[src/core/scm_pkg.sv]
// What this block does
// - latch endian strap into config bit 10; 0 big, 1 little endian
// - latch eeprom data strap into config bit 9; 1 means eeprom fitted
// - config bit 7 reads 1 only in 8-bit host bus mode
// - config bit 6 reads 1 only in 16-bit host bus mode
// - config bit 4 reads 1 when address and data share bus lines
// - config bit 1 reads 1 for the 48-pin package
// - config register read-only; bits 8,5,3,2,0 read zero
// - after reset load three mac registers from eeprom starting at word 1
// - word 1 to low, word 2 to middle, word 3 to high mac register
// - host mac writes change registers only, never the eeprom
// - low mac register is 16-bit read/write, least significant word
// - write-one-to-clear bits clear on 1, unchanged on 0
// - read/write-any-clear bits read current value, any write to the high byte clears
// - read/write bits return last written value
// - phy basic control at 0xe4, reset 0x3120
// - phy basic status at 0xe6, reset 0x7808
// - phy identifier low at 0xe8, high at 0xea, fixed values
// - autoneg advertisement at 0xec, reset 0x05e1
// - autoneg partner ability at 0xee, reset 0x0001
// - port control at 0xf6 reset 0x00ff; special control at 0xf4 reset 0
// - port status at 0xf8, reset 0x8080
// - mac auto-load only with eeprom present, else software programs it
package scm_pkg;
  // ==========================================================
  // register offsets
  localparam logic [7:0] OFF_CFG     = 8'h08;
  localparam logic [7:0] OFF_MAC_LO  = 8'h10;
  localparam logic [7:0] OFF_MAC_MID = 8'h12;
  localparam logic [7:0] OFF_MAC_HI  = 8'h14;
  localparam logic [7:0] OFF_PCTL    = 8'he4;
  localparam logic [7:0] OFF_PSTAT   = 8'he6;
  localparam logic [7:0] OFF_IDL     = 8'he8;
  localparam logic [7:0] OFF_IDH     = 8'hea;
  localparam logic [7:0] OFF_ANAR    = 8'hec;
  localparam logic [7:0] OFF_ANLP    = 8'hee;
  localparam logic [7:0] OFF_SPEC    = 8'hf4;
  localparam logic [7:0] OFF_PORTC   = 8'hf6;
  localparam logic [7:0] OFF_PORTS   = 8'hf8;
  // ==========================================================
  // reset values
  localparam logic [15:0] RST_PCTL  = 16'h3120;
  localparam logic [15:0] RST_PSTAT = 16'h7808;
  localparam logic [15:0] RST_ANAR  = 16'h05e1;
  localparam logic [15:0] RST_ANLP  = 16'h0001;
  localparam logic [15:0] RST_SPEC  = 16'h0000;
  localparam logic [15:0] RST_PORTC = 16'h00ff;
  localparam logic [15:0] RST_PORTS = 16'h8080;
  localparam logic [15:0] RST_MAC   = 16'h0000;
  // ==========================================================
  // field positions
  localparam int CFG_ENDIAN = 10;
  localparam int CFG_EE     = 9;
  localparam int CFG_BUS8   = 7;
  localparam int CFG_BUS16  = 6;
  localparam int CFG_SHARED = 4;
  localparam int CFG_PKG48  = 1;
  localparam logic [15:0] CFG_RSVD_MASK = 16'hf92d;
  localparam int SPEC_W1C   = 15;
  localparam int SPEC_WAC   = 14;
  localparam logic [15:0] SPEC_RW_MASK = 16'h3fff;
  // ==========================================================
  // eeprom and timing
  localparam logic [1:0] EE_FIRST_WORD = 2'h1;
  localparam logic [1:0] EE_LAST_WORD  = 2'h3;
  localparam logic [1:0] STRAP_SETTLE  = 2'h3;
  // ==========================================================
  // types
  typedef enum logic [1:0] {PH_SETTLE, PH_LOAD, PH_READY} scm_phase_t;
  typedef struct packed {
    logic [7:0]  addr;
    logic [15:0] wdata;
    logic        wr;
    logic        rd;
  } scm_bus_req_t;
  typedef struct packed {
    logic endian;
    logic ee;
    logic width16;
    logic shared;
    logic pkg48;
  } scm_strap_t;
  typedef struct packed {
    logic       req;
    logic [7:0] addr;
  } scm_ee_req_t;
  typedef struct packed {
    logic        ack;
    logic [15:0] data;
  } scm_ee_rsp_t;
  typedef struct packed {
    scm_strap_t        s1;
    scm_strap_t        s2;
    scm_strap_t        s3;
    scm_strap_t        cap;
    logic [1:0]        cnt;
    scm_phase_t        phase;
    logic [1:0]        word;
    logic [2:0][15:0]  mac;
    logic [15:0]       pctl;
    logic [15:0]       anar;
    logic [15:0]       spec;
    logic [15:0]       portc;
    logic [15:0]       rdata;
  } scm_state_t;
endpackage : scm_pkg

[src/core/scm_regs.sv]
// Local design decision: the plain strobed port.
`timescale 1ns/1ps
module scm_regs #(
  parameter logic [15:0] PHY_ID_LOW  = 16'h0a5a, // arbitrary value
  parameter logic [15:0] PHY_ID_HIGH = 16'h00c3  // arbitrary value
) (
  // clock and reset
  input  wire logic                  clk_in,
  input  wire logic                  sys_rst_in,
  // host register port
  input  wire scm_pkg::scm_bus_req_t bus_in,
  output logic [15:0]                rdata_out,
  // strap pins
  input  wire scm_pkg::scm_strap_t   strap_in,
  // eeprom word reader
  output scm_pkg::scm_ee_req_t       ee_req_out,
  input  wire scm_pkg::scm_ee_rsp_t  ee_rsp_in,
  // phy events
  input  wire logic                  diag_done_in,
  input  wire logic                  link_chg_in,
  // to the rest of the chip
  output logic [47:0]                mac_addr_out,
  output logic [15:0]                phy_ctrl_out,
  output logic [15:0]                phy_anar_out,
  output logic [15:0]                port_ctrl_out,
  output logic                       ready_out
);
  import scm_pkg::*;

  scm_state_t  s_ff;
  scm_state_t  nxt_s;
  logic [15:0] cfg;
  logic        bus8;
  logic [7:0]  woff;
  logic [1:0]  be;
  logic [15:0] wd;
  logic [15:0] rword;
  logic        ee_take;

  // ==========================================================
  // helpers
  function automatic logic [15:0] scm_merge(input logic [15:0] old,
                                            input logic [15:0] d,
                                            input logic [1:0]  en);
    return {en[1] ? d[15:8] : old[15:8], en[0] ? d[7:0] : old[7:0]};
  endfunction : scm_merge

  function automatic logic [7:0] scm_word(input logic [7:0] a);
    return {a[7:1], 1'b0};
  endfunction : scm_word

  // ==========================================================
  // configuration word
  always_comb begin
    cfg             = '0;
    cfg[CFG_ENDIAN] = s_ff.cap.endian;
    cfg[CFG_EE]     = s_ff.cap.ee;
    cfg[CFG_BUS8]   = ~s_ff.cap.width16;
    cfg[CFG_BUS16]  = s_ff.cap.width16;
    cfg[CFG_SHARED] = s_ff.cap.shared;
    cfg[CFG_PKG48]  = s_ff.cap.pkg48;
  end

  // ==========================================================
  // byte lanes
  assign bus8 = ~s_ff.cap.width16;
  assign woff = scm_word(bus_in.addr);
  always_comb begin
    if (bus8) begin
      be = bus_in.addr[0] ? 2'b10 : 2'b01;
      wd = {bus_in.wdata[7:0], bus_in.wdata[7:0]};
    end else begin
      be = 2'b11;
      wd = bus_in.wdata;
    end
  end

  // ==========================================================
  // read mux
  always_comb begin
    unique case (woff)
      OFF_CFG:     rword = cfg;
      OFF_MAC_LO:  rword = s_ff.mac[0];
      OFF_MAC_MID: rword = s_ff.mac[1];
      OFF_MAC_HI:  rword = s_ff.mac[2];
      OFF_PCTL:    rword = s_ff.pctl;
      OFF_PSTAT:   rword = RST_PSTAT;
      OFF_IDL:     rword = PHY_ID_LOW;
      OFF_IDH:     rword = PHY_ID_HIGH;
      OFF_ANAR:    rword = s_ff.anar;
      OFF_ANLP:    rword = RST_ANLP;
      OFF_SPEC:    rword = s_ff.spec;
      OFF_PORTC:   rword = s_ff.portc;
      OFF_PORTS:   rword = RST_PORTS;
      default:     rword = '0;
    endcase
  end

  // ==========================================================
  // eeprom reader
  assign ee_take          = (s_ff.phase == PH_LOAD) && ee_rsp_in.ack;
  assign ee_req_out.req   = (s_ff.phase == PH_LOAD);
  assign ee_req_out.addr  = {6'h00, s_ff.word};

  // ==========================================================
  // next state
  always_comb begin
    nxt_s    = s_ff;
    nxt_s.s1 = strap_in;
    nxt_s.s2 = s_ff.s1;
    nxt_s.s3 = s_ff.s2;
    // strap capture after reset release
    unique case (s_ff.phase)
      PH_SETTLE: begin
        if (s_ff.cnt != STRAP_SETTLE) begin
          nxt_s.cnt = s_ff.cnt + 2'h1;
        end else if (s_ff.s2 == s_ff.s3) begin
          nxt_s.cap   = s_ff.s3;
          nxt_s.phase = s_ff.s3.ee ? PH_LOAD : PH_READY;
        end
      end
      PH_LOAD: begin
        if (ee_rsp_in.ack) begin
          nxt_s.word = s_ff.word + 2'h1;
          if (s_ff.word == EE_LAST_WORD) begin
            nxt_s.phase = PH_READY;
          end
        end
      end
      PH_READY: begin
      end
    endcase
    // host writes, registers only
    if (bus_in.wr) begin
      unique case (woff)
        OFF_MAC_LO:  nxt_s.mac[0] = scm_merge(s_ff.mac[0], wd, be);
        OFF_MAC_MID: nxt_s.mac[1] = scm_merge(s_ff.mac[1], wd, be);
        OFF_MAC_HI:  nxt_s.mac[2] = scm_merge(s_ff.mac[2], wd, be);
        OFF_PCTL:    nxt_s.pctl   = scm_merge(s_ff.pctl, wd, be);
        OFF_ANAR:    nxt_s.anar   = scm_merge(s_ff.anar, wd, be);
        OFF_PORTC:   nxt_s.portc  = scm_merge(s_ff.portc, wd, be);
        OFF_SPEC: begin
          nxt_s.spec = (s_ff.spec & ~SPEC_RW_MASK)
                     | (scm_merge(s_ff.spec, wd, be) & SPEC_RW_MASK);
          if (be[1] && wd[SPEC_W1C]) begin
            nxt_s.spec[SPEC_W1C] = 1'b0;
          end
          if (be[1]) begin
            nxt_s.spec[SPEC_WAC] = 1'b0;
          end
        end
        default: begin
        end
      endcase
    end
    // hardware sets win over clears
    if (diag_done_in) begin
      nxt_s.spec[SPEC_W1C] = 1'b1;
    end
    if (link_chg_in) begin
      nxt_s.spec[SPEC_WAC] = 1'b1;
    end
    // eeprom load wins over a host write
    if (ee_take) begin
      nxt_s.mac[s_ff.word - EE_FIRST_WORD] = ee_rsp_in.data;
    end
    // read data one cycle later only
    nxt_s.rdata = '0;
    if (bus_in.rd) begin
      if (bus8) begin
        nxt_s.rdata = {8'h00, bus_in.addr[0] ? rword[15:8] : rword[7:0]};
      end else begin
        nxt_s.rdata = rword;
      end
    end
  end

  // ==========================================================
  // state register
  always_ff @(posedge clk_in) begin
    if (sys_rst_in) begin
      s_ff       <= '0;
      s_ff.phase <= PH_SETTLE;
      s_ff.word  <= EE_FIRST_WORD;
      s_ff.mac   <= {RST_MAC, RST_MAC, RST_MAC};
      s_ff.pctl  <= RST_PCTL;
      s_ff.anar  <= RST_ANAR;
      s_ff.spec  <= RST_SPEC;
      s_ff.portc <= RST_PORTC;
    end else begin
      s_ff <= nxt_s;
    end
  end

  // ==========================================================
  // outputs
  assign rdata_out     = s_ff.rdata;
  assign mac_addr_out  = {s_ff.mac[2], s_ff.mac[1], s_ff.mac[0]};
  assign phy_ctrl_out  = s_ff.pctl;
  assign phy_anar_out  = s_ff.anar;
  assign port_ctrl_out = s_ff.portc;
  assign ready_out     = (s_ff.phase == PH_READY);
endmodule : scm_regs

[config.mk]
export PLATFORM = sky130hd
export DESIGN_NAME = scm_regs
export DESIGN_NICKNAME = d
export VERILOG_FILES = /design/src/core/scm_pkg.sv /design/src/core/scm_regs.sv
export SDC_FILE = /design/constraint.sdc
export NUM_CORES = 1
export LEC_CHECK = 0
export BUFFER_PORTS_ARGS = -buffer_cell sky130_fd_sc_hd__buf_4
export CAP_MARGIN = 0
export CORE_ASPECT_RATIO = 1.25
export CORE_MARGIN = 2
export CORE_UTILIZATION = 32
export CTS_CLUSTER_SIZE = 28
export DETAILED_ROUTE_END_ITERATION = 10
export GPL_TIMING_DRIVEN = 0
export PLACE_DENSITY = 0.58
export SYNTH_ARGS = -nofsm -noshare
export SYNTH_HDL_FRONTEND = slang
export SYNTH_SLANG_ARGS = --single-unit
export TNS_END_PERCENT = 1
[constraint.sdc]
create_clock -name clk_in -period 1.6 [get_ports clk_in]
set_input_delay 0.16 -clock clk_in [delete_from_list [all_inputs] [get_ports clk_in]]
set_output_delay 0.16 -clock clk_in [all_outputs]
set_load 0.01 [all_outputs]
### Word level (Yosys, flattened, before mapping)

Cells that the tools add are included.

* bits in registers: 154
* input bits: 52
* output and inout port bits: 122
* logic and storage cells: 134

* add/sub/neg operators: 3
* $lt $le $gt $ge: 2
* eq/ne operators: 22
* multiplexer cells: 42
* bitwise operators: 4
* reductions and logical operators: 24

Operator list (count)
* $pmux W16 S13: 1
* $mux W16: 9
* $mux W8: 15
* $mux W112: 1
* $eq A7 B7 Y1 const B: 9
* $bwmux W48: 1
* $mux W48: 1
* $demux W16 S2: 1
* $eq A7 B4 Y1 const B: 3
* $reduce_and A3 Y1: 7
* $or A16 B14 Y16: 1
* $mux W2: 6
* $reduce_and A2 Y1: 5
* $reduce_bool A2 Y1: 5
* $eq A7 B3 Y1 const B: 1
* $mux W6: 1
* $ne A2 B2 Y1 const B: 3
* $eq A5 B5 Y1: 1
* $reduce_and A5 Y1: 1
* $add A2 B1 Y2 const B: 2
* $eq A2 B2 Y1 const B: 2
* $mux W1: 4
* $mux W4: 1
* $ne A2 B1 Y1 const B: 2
* 10 further kinds: 14

### Depth between registers and ports, before layout

Gate-level depths: netlist (run 1).

* depth in word-level cells: 9
* depth in mapped cells: 8
* mapped depth without buffers: 5

### Worst setup path before layout (run 1)

No wires, ideal clock.

* path type: reg2reg
* from: register s_ff (netlist bit cfg[6])
* to: register (tool-made name)
* library setup time: 0.128 ns
* arrival: 1.541 ns
* data required time: 1.472 ns
* slack: -0.068 ns
* stages on the path, launching flop included: 9
* buffers on the path: 3
* period minus slack after synthesis: 1.668 ns
* path through: dfxtp_1 -> buf_2 -> nand2b_1 -> and2_1 -> buf_2 -> buf_4 -> nand3_2 -> mux2i_1 -> nor2_1

RTL lines
* from (decl): RTL line scm_regs.sv:30 `scm_state_t s_ff;`
* from (signal assigned): RTL line scm_regs.sv:191 `s_ff <= nxt_s;`

### Worst setup path in the final report (run 1)

* from: register s_ff (netlist bit cfg[6])
* to: register s_ff (netlist bit mac_addr_out[42])

* longest elaborated chain between the ends: 6
* elaborated cells on any way between the ends: 7
* those cells by class: 7 x mux

RTL lines
* $mux W16 / $mux W2 (equally long branches): RTL line scm_regs.sv:69 `if (bus8) begin`
* $mux W8 (*): RTL line scm_regs.sv:45 `return {en[1] ? d[15:8] : old[15:8], en[0] ? d[7:0] : old[7:0]};`
* $mux W16 (*): RTL line scm_regs.sv:135 `unique case (woff)`
* $mux W112 (*): RTL line scm_regs.sv:134 `if (bus_in.wr) begin`
* $bwmux W48: RTL line scm_regs.sv:165 `nxt_s.mac[s_ff.word - EE_FIRST_WORD] = ee_rsp_in.data;`
* $mux W48 (*): RTL line scm_regs.sv:164 `if (ee_take) begin`

Mark *: on every way between the ends. The rest lies on a longest branch, timed or not. The select of a mux whose other input is x is not followed.
A chain may end at the register's enable or synchronous reset.

==> results.md, run 1 <==
* Simple-Gate Fraction of Synth Area at between 20% and 30%
* Total CTS buffers at 17
* Worst slew pin tran at about 0.80 ns
* Layout net count at around 1200
* Die Span Y at about 180 um
* Iteration-0 DRC Markers at between 700 and 800
* H-Tree Level Count at 4
* GRT overflow at 0
* Max-slew violations at 0
* Core Box Area at approximately 0.025 mm^2
* WP data required at ~1.9 ns
* Yosys cell types at 58
* Post-synth EDFFs at 0
* Final Skew at 0.0157 ns
* GRT Util Overall at 23.6%
* Initial antenna violation count at 0
* Fraction of registers with async set/reset at 0%
* VDD IR max at slightly above 0.7 mV
* Post-Synth Adder-Cell Area at 0.620%
* Pre-antenna DRT Iters at 5
* DRT Wirelength at between 30000 and 40000 um
* Global-route wire length before repair at about 47000 um
* Non-Filler Instances at ~1500
* Primary FF master, synth: dfxtp_1
* Synthesized area per cell at between 8 and 9 um^2
* Synth top area share at around two fifths
* Vias in the first global route at 7559
* CP Max Fanout at 10
* Unrepaired setup endpoints after global routing: true
* Clk_lat worst skew at about 0.44 ns
* DR vias at approximately 8000
* Compound-Gate Fraction of Synth Area at 17.4%
* Most frequent cell after synthesis: dfxtp_1
* Clock buffer depth at 2
* Synth Area in XOR/XNOR at 0.759%
* Layout cells sized above 1 at between 30% and 40%
* Largest family of logic cells by synthesized area: simple AND/OR/NAND/NOR gates
* Fin crit period at approximately 1.6 ns
* Sequential cell area at about 0.0031 mm^2
* Half-perimeter wire length after placement at approximately 24000 um
* Residual DRC at 0
* Setup TNS at -0.302 ns
* Seq/Total Area, Yosys at between 30% and 40%
* CTS root buffer: clkbuf_16
* Placed insts at 1468
* Status: complete, but fails checks
* Clk slew on worst S/H paths at roughly 0.07 ns
* Top post-synthesis cells by area: dfxtp_1, buf_4, mux2i_1, nand2_1, nor2_1
* Synthesized area at between 0.008 and 0.009 mm^2
* Crit share post-route at 103%
* Largest net degree at the start of global routing at 17
* Clock sinks at 154
* Hold WC Path Type: in -> reg
* Static Leak at between 4 and 5 nW
* CTS tree: done
* Fill count at about 2600
* Drt via density at between 5 and 6
* Final hold viol count at 0
* Achievable Freq at 0.606 GHz
* Critical Path AT at between 1.5 and 2 ns
* Synth Warn # at 0
* Die width at between 100 and 150 um
* Most frequent cells after synthesis: dfxtp_1, nand2_1, buf_4, nor2_1, mux2i_1
* Max_slew headroom at a little under half
* Mux share of post-synthesis cell area at under 10%
* Initial core utilization at about a third
* Antenna diode count at 0
* FF+latch count, synth at about 150
* Die ar. at 0.0265 mm^2
* IO Port Bufs at between 150 and 200
* Site Rows at 65
* Leading area contributor after synthesis: dfxtp_1
* Multi-input gate area at 0.00413 mm^2
* Final GP Congestion at approximately 0.94
* Setup ws final at -0.0499 ns
* Failing checks: setup timing
* Crit start category: flip-flop
* Final setup viols at 16
* DR WL/cell at between 20 and 25 um
* Setup crit end kind: flip-flop
* Max-cap violation count at 0
* Post-Synthesis Cells at ~970
* Area grow syn2layout at 37.8%
* PwrDens at roughly 800 mW/mm^2
* WS Path Type: reg -> reg
* Final ANT Viol Nets at 0
* IO Pins at between 150 and 200
-- metrics by stage --
stage / instance area, um^2 / total power, mW / hold WS (ns) / util [%] / worst slack, ns
2_1_floorplan: 8110 / 4.45 / 0.277 / - / -0.00921
3_3_place_gp: 9720 / 4.79 / 0.372 / 38.8 / -1.39
3_5_place_dp: 9720 / 4.80 / 0.376 / 38.8 / -1.32
4_1_cts: 10800 / 8.91 / 0.00448 / 43.3 / -0.0790
5_1_grt: 11100 / 9.19 / 0.00837 / 44.4 / -0.0917
6_report: 11100 / 8.92 / 0.00602 / 44.4 / -0.0499
-- power breakdown --
group,internal (mW),switching [mW],leakage [nW]
clock network,2.33,1.75,0.283
registers,3.89,0.0359,1.25
logic,0.354,0.571,3.11
total,6.57,2.36,4.64
-- cell families (layout without fill, tap and decap cells) --
logic type / Yosys count / in the layout
compound gates: 205 / 205
xor+xnor: 7 / 7
fa+ha+maj: 4 / 4
buf+inv: 198 / 425
flops: 154 / 154
mux: 52 / 52
other cells: 1 / 6
simple gates: 348 / 348
-- per-layer routing --
metal | share of wire [%] | GRT usage [%] | up-vias
li1 | - | - | 3724
met5 | 0 | 0 | -
met3 | 6.6 | 3.64 | 78
met1 | 41 | 29.7 | 3785
met4 | 4.9 | 12.6 | 0
met2 | 48 | 38.8 | 391
-- path summary, 6_finish.rpt --
check                   startpoint                     endpoint  slack [ns]  cells past startpoint
max            cfg[6]$_SDFFE_PP0P_  mac_addr_out[42]$_SDFF_PP0_       -0.05                      6
min                  ee_rsp_in[12]  mac_addr_out[44]$_SDFF_PP0_       0.006                      3
max reg2reg    cfg[6]$_SDFFE_PP0P_  mac_addr_out[42]$_SDFF_PP0_       -0.05                      6
min reg2reg  nxt_s[147]$_SDFF_PP0_        nxt_s[142]$_SDFF_PP0_        0.44                      1
-- registers in the layout (all words and copies together) (netlist names), named ones only --
name	count
ee_req_out	2
nxt_s	10
phy_ctrl_out	16
s_ff	11
phy_anar_out	16
port_ctrl_out	16
cfg	5
mac_addr_out	48
rdata_out	16
-- placed cells by master, fill, tap and decap left out, drive strengths merged, types with 20 or more instances in the layout --
| cell type | Yosys | layout |
|---|---|---|
| buf | 152 | 336 |
| dfxtp | 154 | 154 |
| nand2 | 132 | 132 |
| nor2 | 95 | 95 |
| mux2i | 51 | 51 |
| clkbuf | 35 | 50 |
| nand3 | 48 | 48 |
| a211oi | 39 | 39 |
| a21oi | 38 | 38 |
| o21ai | 34 | 34 |
| nor2b | 26 | 26 |
| o22ai | 20 | 20 |
-- area by class of cell --
| type | instances | area share [%] |
|---|---|---|
| clock buffers | 17 | 3.82 |
| flip-flops and latches | 154 | 27.7 |
| clock inverters | 15 | 1.48 |
| multi-input cells | 622 | 37.1 |
| plain buffers | 186 | 12.0 |
| repair buffers | 196 | 13.7 |
| inverters | 11 | 0.371 |
| well taps | 335 | 3.77 |
-- worst max-delay path, stage by stage (launching register included) --
cell,delay [ns]
dfxtp_2,0.32
buf_6,0.11
buf_4,0.30
mux2i_4,0.46
nand2_1,0.10
o211ai_1,0.12
a21oi_1,0.09
-- what timing repair did --
item / 4_1_cts / 5_1_grt
pin swaps: 11 / 27
gates resized for setup: 78 / 53
hold buffers: 13 / 0
cloned: 0 / 1
endpoints found under the setup margin: 129 / 122
endpoints found under the hold margin: 13 / 0
setup buffers: 9 / 14
No activity file was read; power rests on OpenSTA's default activity.
==> run 2, diff against run 1 <==
--- a/config.mk
+++ b/config.mk
@@ -5,7 +5,7 @@
 export SDC_FILE = /design/constraint.sdc
 export NUM_CORES = 1
 export LEC_CHECK = 0
-export BUFFER_PORTS_ARGS = -buffer_cell sky130_fd_sc_hd__buf_4
+export BUFFER_PORTS_ARGS = -buffer_cell sky130_fd_sc_hd__buf_2
 export CAP_MARGIN = 0
 export CORE_ASPECT_RATIO = 1.25
 export CORE_MARGIN = 2
==> run 2 against run 1 <==
Net effect:
- the run still ends with setup timing left
- highest routed layer is now met5
- sequential power is essentially flat
- critical path depth unchanged
- count of clock-buffer cells in the layout increased by 3
- utilization fell by 1.4 points
- global-route usage down 0.092 points
- final cell count increased by 0.72%
- routed wire length up 0.18%
- via count up 0.23%
==> results.md, run 2 (synthesized netlist as in run 1, its figures left out) <==
* Clk slew on worst S/H paths at around 0.06 ns
* GRT overflow at 0
* WP data required at between 1.5 and 2 ns
* Antenna diode count at 0
* Reg2Reg Capture Point: rdata_out[2]$_SDFF_PP0_
* Core Box Area at approximately 0.025 mm^2
* CTS tree: done
* Drt via density at just over 5
* Non-Filler Instances at 1547
* CTS root buffer: clkbuf_16
* VDD IR max at roughly 0.73 mV
* WS Path Type: reg -> reg
* Die width at about 150 um
* Clk_lat worst skew at ~0.43 ns
* Unrepaired setup endpoints after global routing: true
* Met3 Usage GRT at 3.97%
* Final core area utilization at approximately 43%
* Die Span Y at between 150 and 200 um
* IO Pins at 174
* Max reg flops at 48
* Met2 Use GR at between 30% and 40%
* Placed insts at approximately 1500
* Most frequent cells in the layout: buf_2, buf_4, dfxtp_1, nand2_1, nor2_1
* Global-route wire length before repair at ~47000 um
* Die ar. at ~0.027 mm^2
* Max-cap violation count at 0
* Status: complete, but fails checks
* Largest net degree at the start of global routing at 17
* DR vias at 7996
* Most common cell after layout, fill and taps aside: buf_2
* Failing checks: setup timing
* Critical Path AT at ~2 ns
* Achievable Freq at between 0.5 and 0.6 GHz
* GRT Util Overall at 23.5%
* DR WL/cell at between 20 and 25 um
* Layout net count at about 1300
* Max_slew headroom at 47.9%
* Hold WC Path Type: in -> reg
* Crit start category: flip-flop
* Pre-antenna DRT Iters at 5
* Fin crit period at between 1.5 and 2 ns
* Site Rows at 65
* Hold Startpoint: ee_rsp_in[14]
* Clock sinks at between 150 and 200
* CP endpoint: rdata_out[2]$_SDFF_PP0_
* Half-perimeter wire length after placement at ~24000 um
* PwrDens at about 840 mW/mm^2
* H-Tree Level Count at 4
* Grt met1 use at between 20 and 30%
* Iteration-0 DRC Markers at 624
* Initial core utilization at between 30% and 40%
* Setup ws final at -0.0711 ns
* Final Skew at about 0.0085 ns
* Setup crit end kind: flip-flop
* Crit path from: mac_addr_out[42]$_SDFF_PP0_
* Crit share post-route at 104%
* Reg-to-Reg Start: mac_addr_out[42]$_SDFF_PP0_
* Max-slew violations at 0
* Final GP Congestion at 0.994
* Final hold viol count at 0
* Layout cells sized above 1 at ~37%
* Final setup viols at 17
* Residual DRC at 0
* Final ANT Viol Nets at 0
* Static Leak at around 4.6 nW
* R2R depth at 6
* Clock buffer depth at 2
* IO Port Bufs at 159
* Initial antenna violation count at 2
* Vias in the first global route at approximately 7700
* Total CTS buffers at 17
* DRT Wirelength at around 32000 um
* CP Max Fanout at 3
* Area grow syn2layout at 33.6%
* Worst slew pin tran at between 0.7 and 0.8 ns
* GRT busiest layer: met2
* R2R Setup Slk at -0.07 ns
run 2: changes by cell type in the layout (fill, tap and decap cells not counted), sizes merged:
cell	before	now
buf	336	344
bufinv	2	4
clkbuf	50	56
clkinv	5	7
clkinvlp	3	1
inv	16	11
run 2: report_power, final:
group | switching [mW] | leakage [nW] | internal, mW | total [mW]
registers | 0.0347 | 1.25 | 3.89 | 3.92
clock network | 1.64 | 0.298 | 2.61 | 4.25
logic | 0.569 | 3.10 | 0.325 | 0.894
run 2: metrics by stage:
stage	power, mW	hold WS (ns)	setup TNS [ns]	worst slack, ns	area [um^2]
floorplan	4.45	0.277	-0.00921	-0.00921	8110
finish	9.06	0.0330	-0.356	-0.0711	10800
global placement	4.75	0.370	-57.62	-1.41	9330
detailed placement	4.76	0.372	-56.39	-1.39	9330
CTS	9.08	0.00437	-1.21	-0.0725	10500
global route	9.34	0.0146	-5.78	-0.132	10800
run 2: repair_timing:
action                                  in CTS  in global routing
setup buffers                               10                 25
endpoints found under the hold margin       13                  0
pin swaps                                   14                  9
cloned                                       0                  0
hold buffers                                13                  0
endpoints found under the setup margin     130                108
resized for setup                           80                 31
run 2: area by class of cell:
| type | count | area [um^2] |
|---|---|---|
| fill | 2607 | 14300 |
| multi-input combinational | 622 | 4090 |
| sequential | 154 | 3090 |
| buffer | 186 | 1310 |
| timing repair buffer | 207 | 1220 |
| clock buffer | 20 | 437 |
| tap | 335 | 419 |
| clock inverter | 12 | 174 |
| inverter | 11 | 41.3 |
run 2: worst min-delay path by stage:
stage,to,cells after the start
2_1_floorplan,s_ff[46]$_SDFFE_PP0P_,2
3_3_place_gp,nxt_s[144]$_SDFF_PP0_,2
3_5_place_dp,nxt_s[147]$_SDFF_PP0_,2
4_1_cts,mac_addr_out[46]$_SDFF_PP0_,3
5_1_grt,mac_addr_out[46]$_SDFF_PP0_,3
6_report,mac_addr_out[46]$_SDFF_PP0_,3
run 2: worst max-delay path, cell delays in order, from the launching register on:
cell	delay, ns
dfxtp_1	0.33
mux2_2	0.28
a32oi_2	0.19
nor3_2	0.10
a2111oi_4	0.31
buf_4	0.19
a311oi_2	0.11
run 2: per-layer routing:
layer  part of all wire, %  wire, um
met5                 0.069        22
met4                   4.4      1410
met3                   6.4      2030
met2                    48     15300
met1                    41     13200
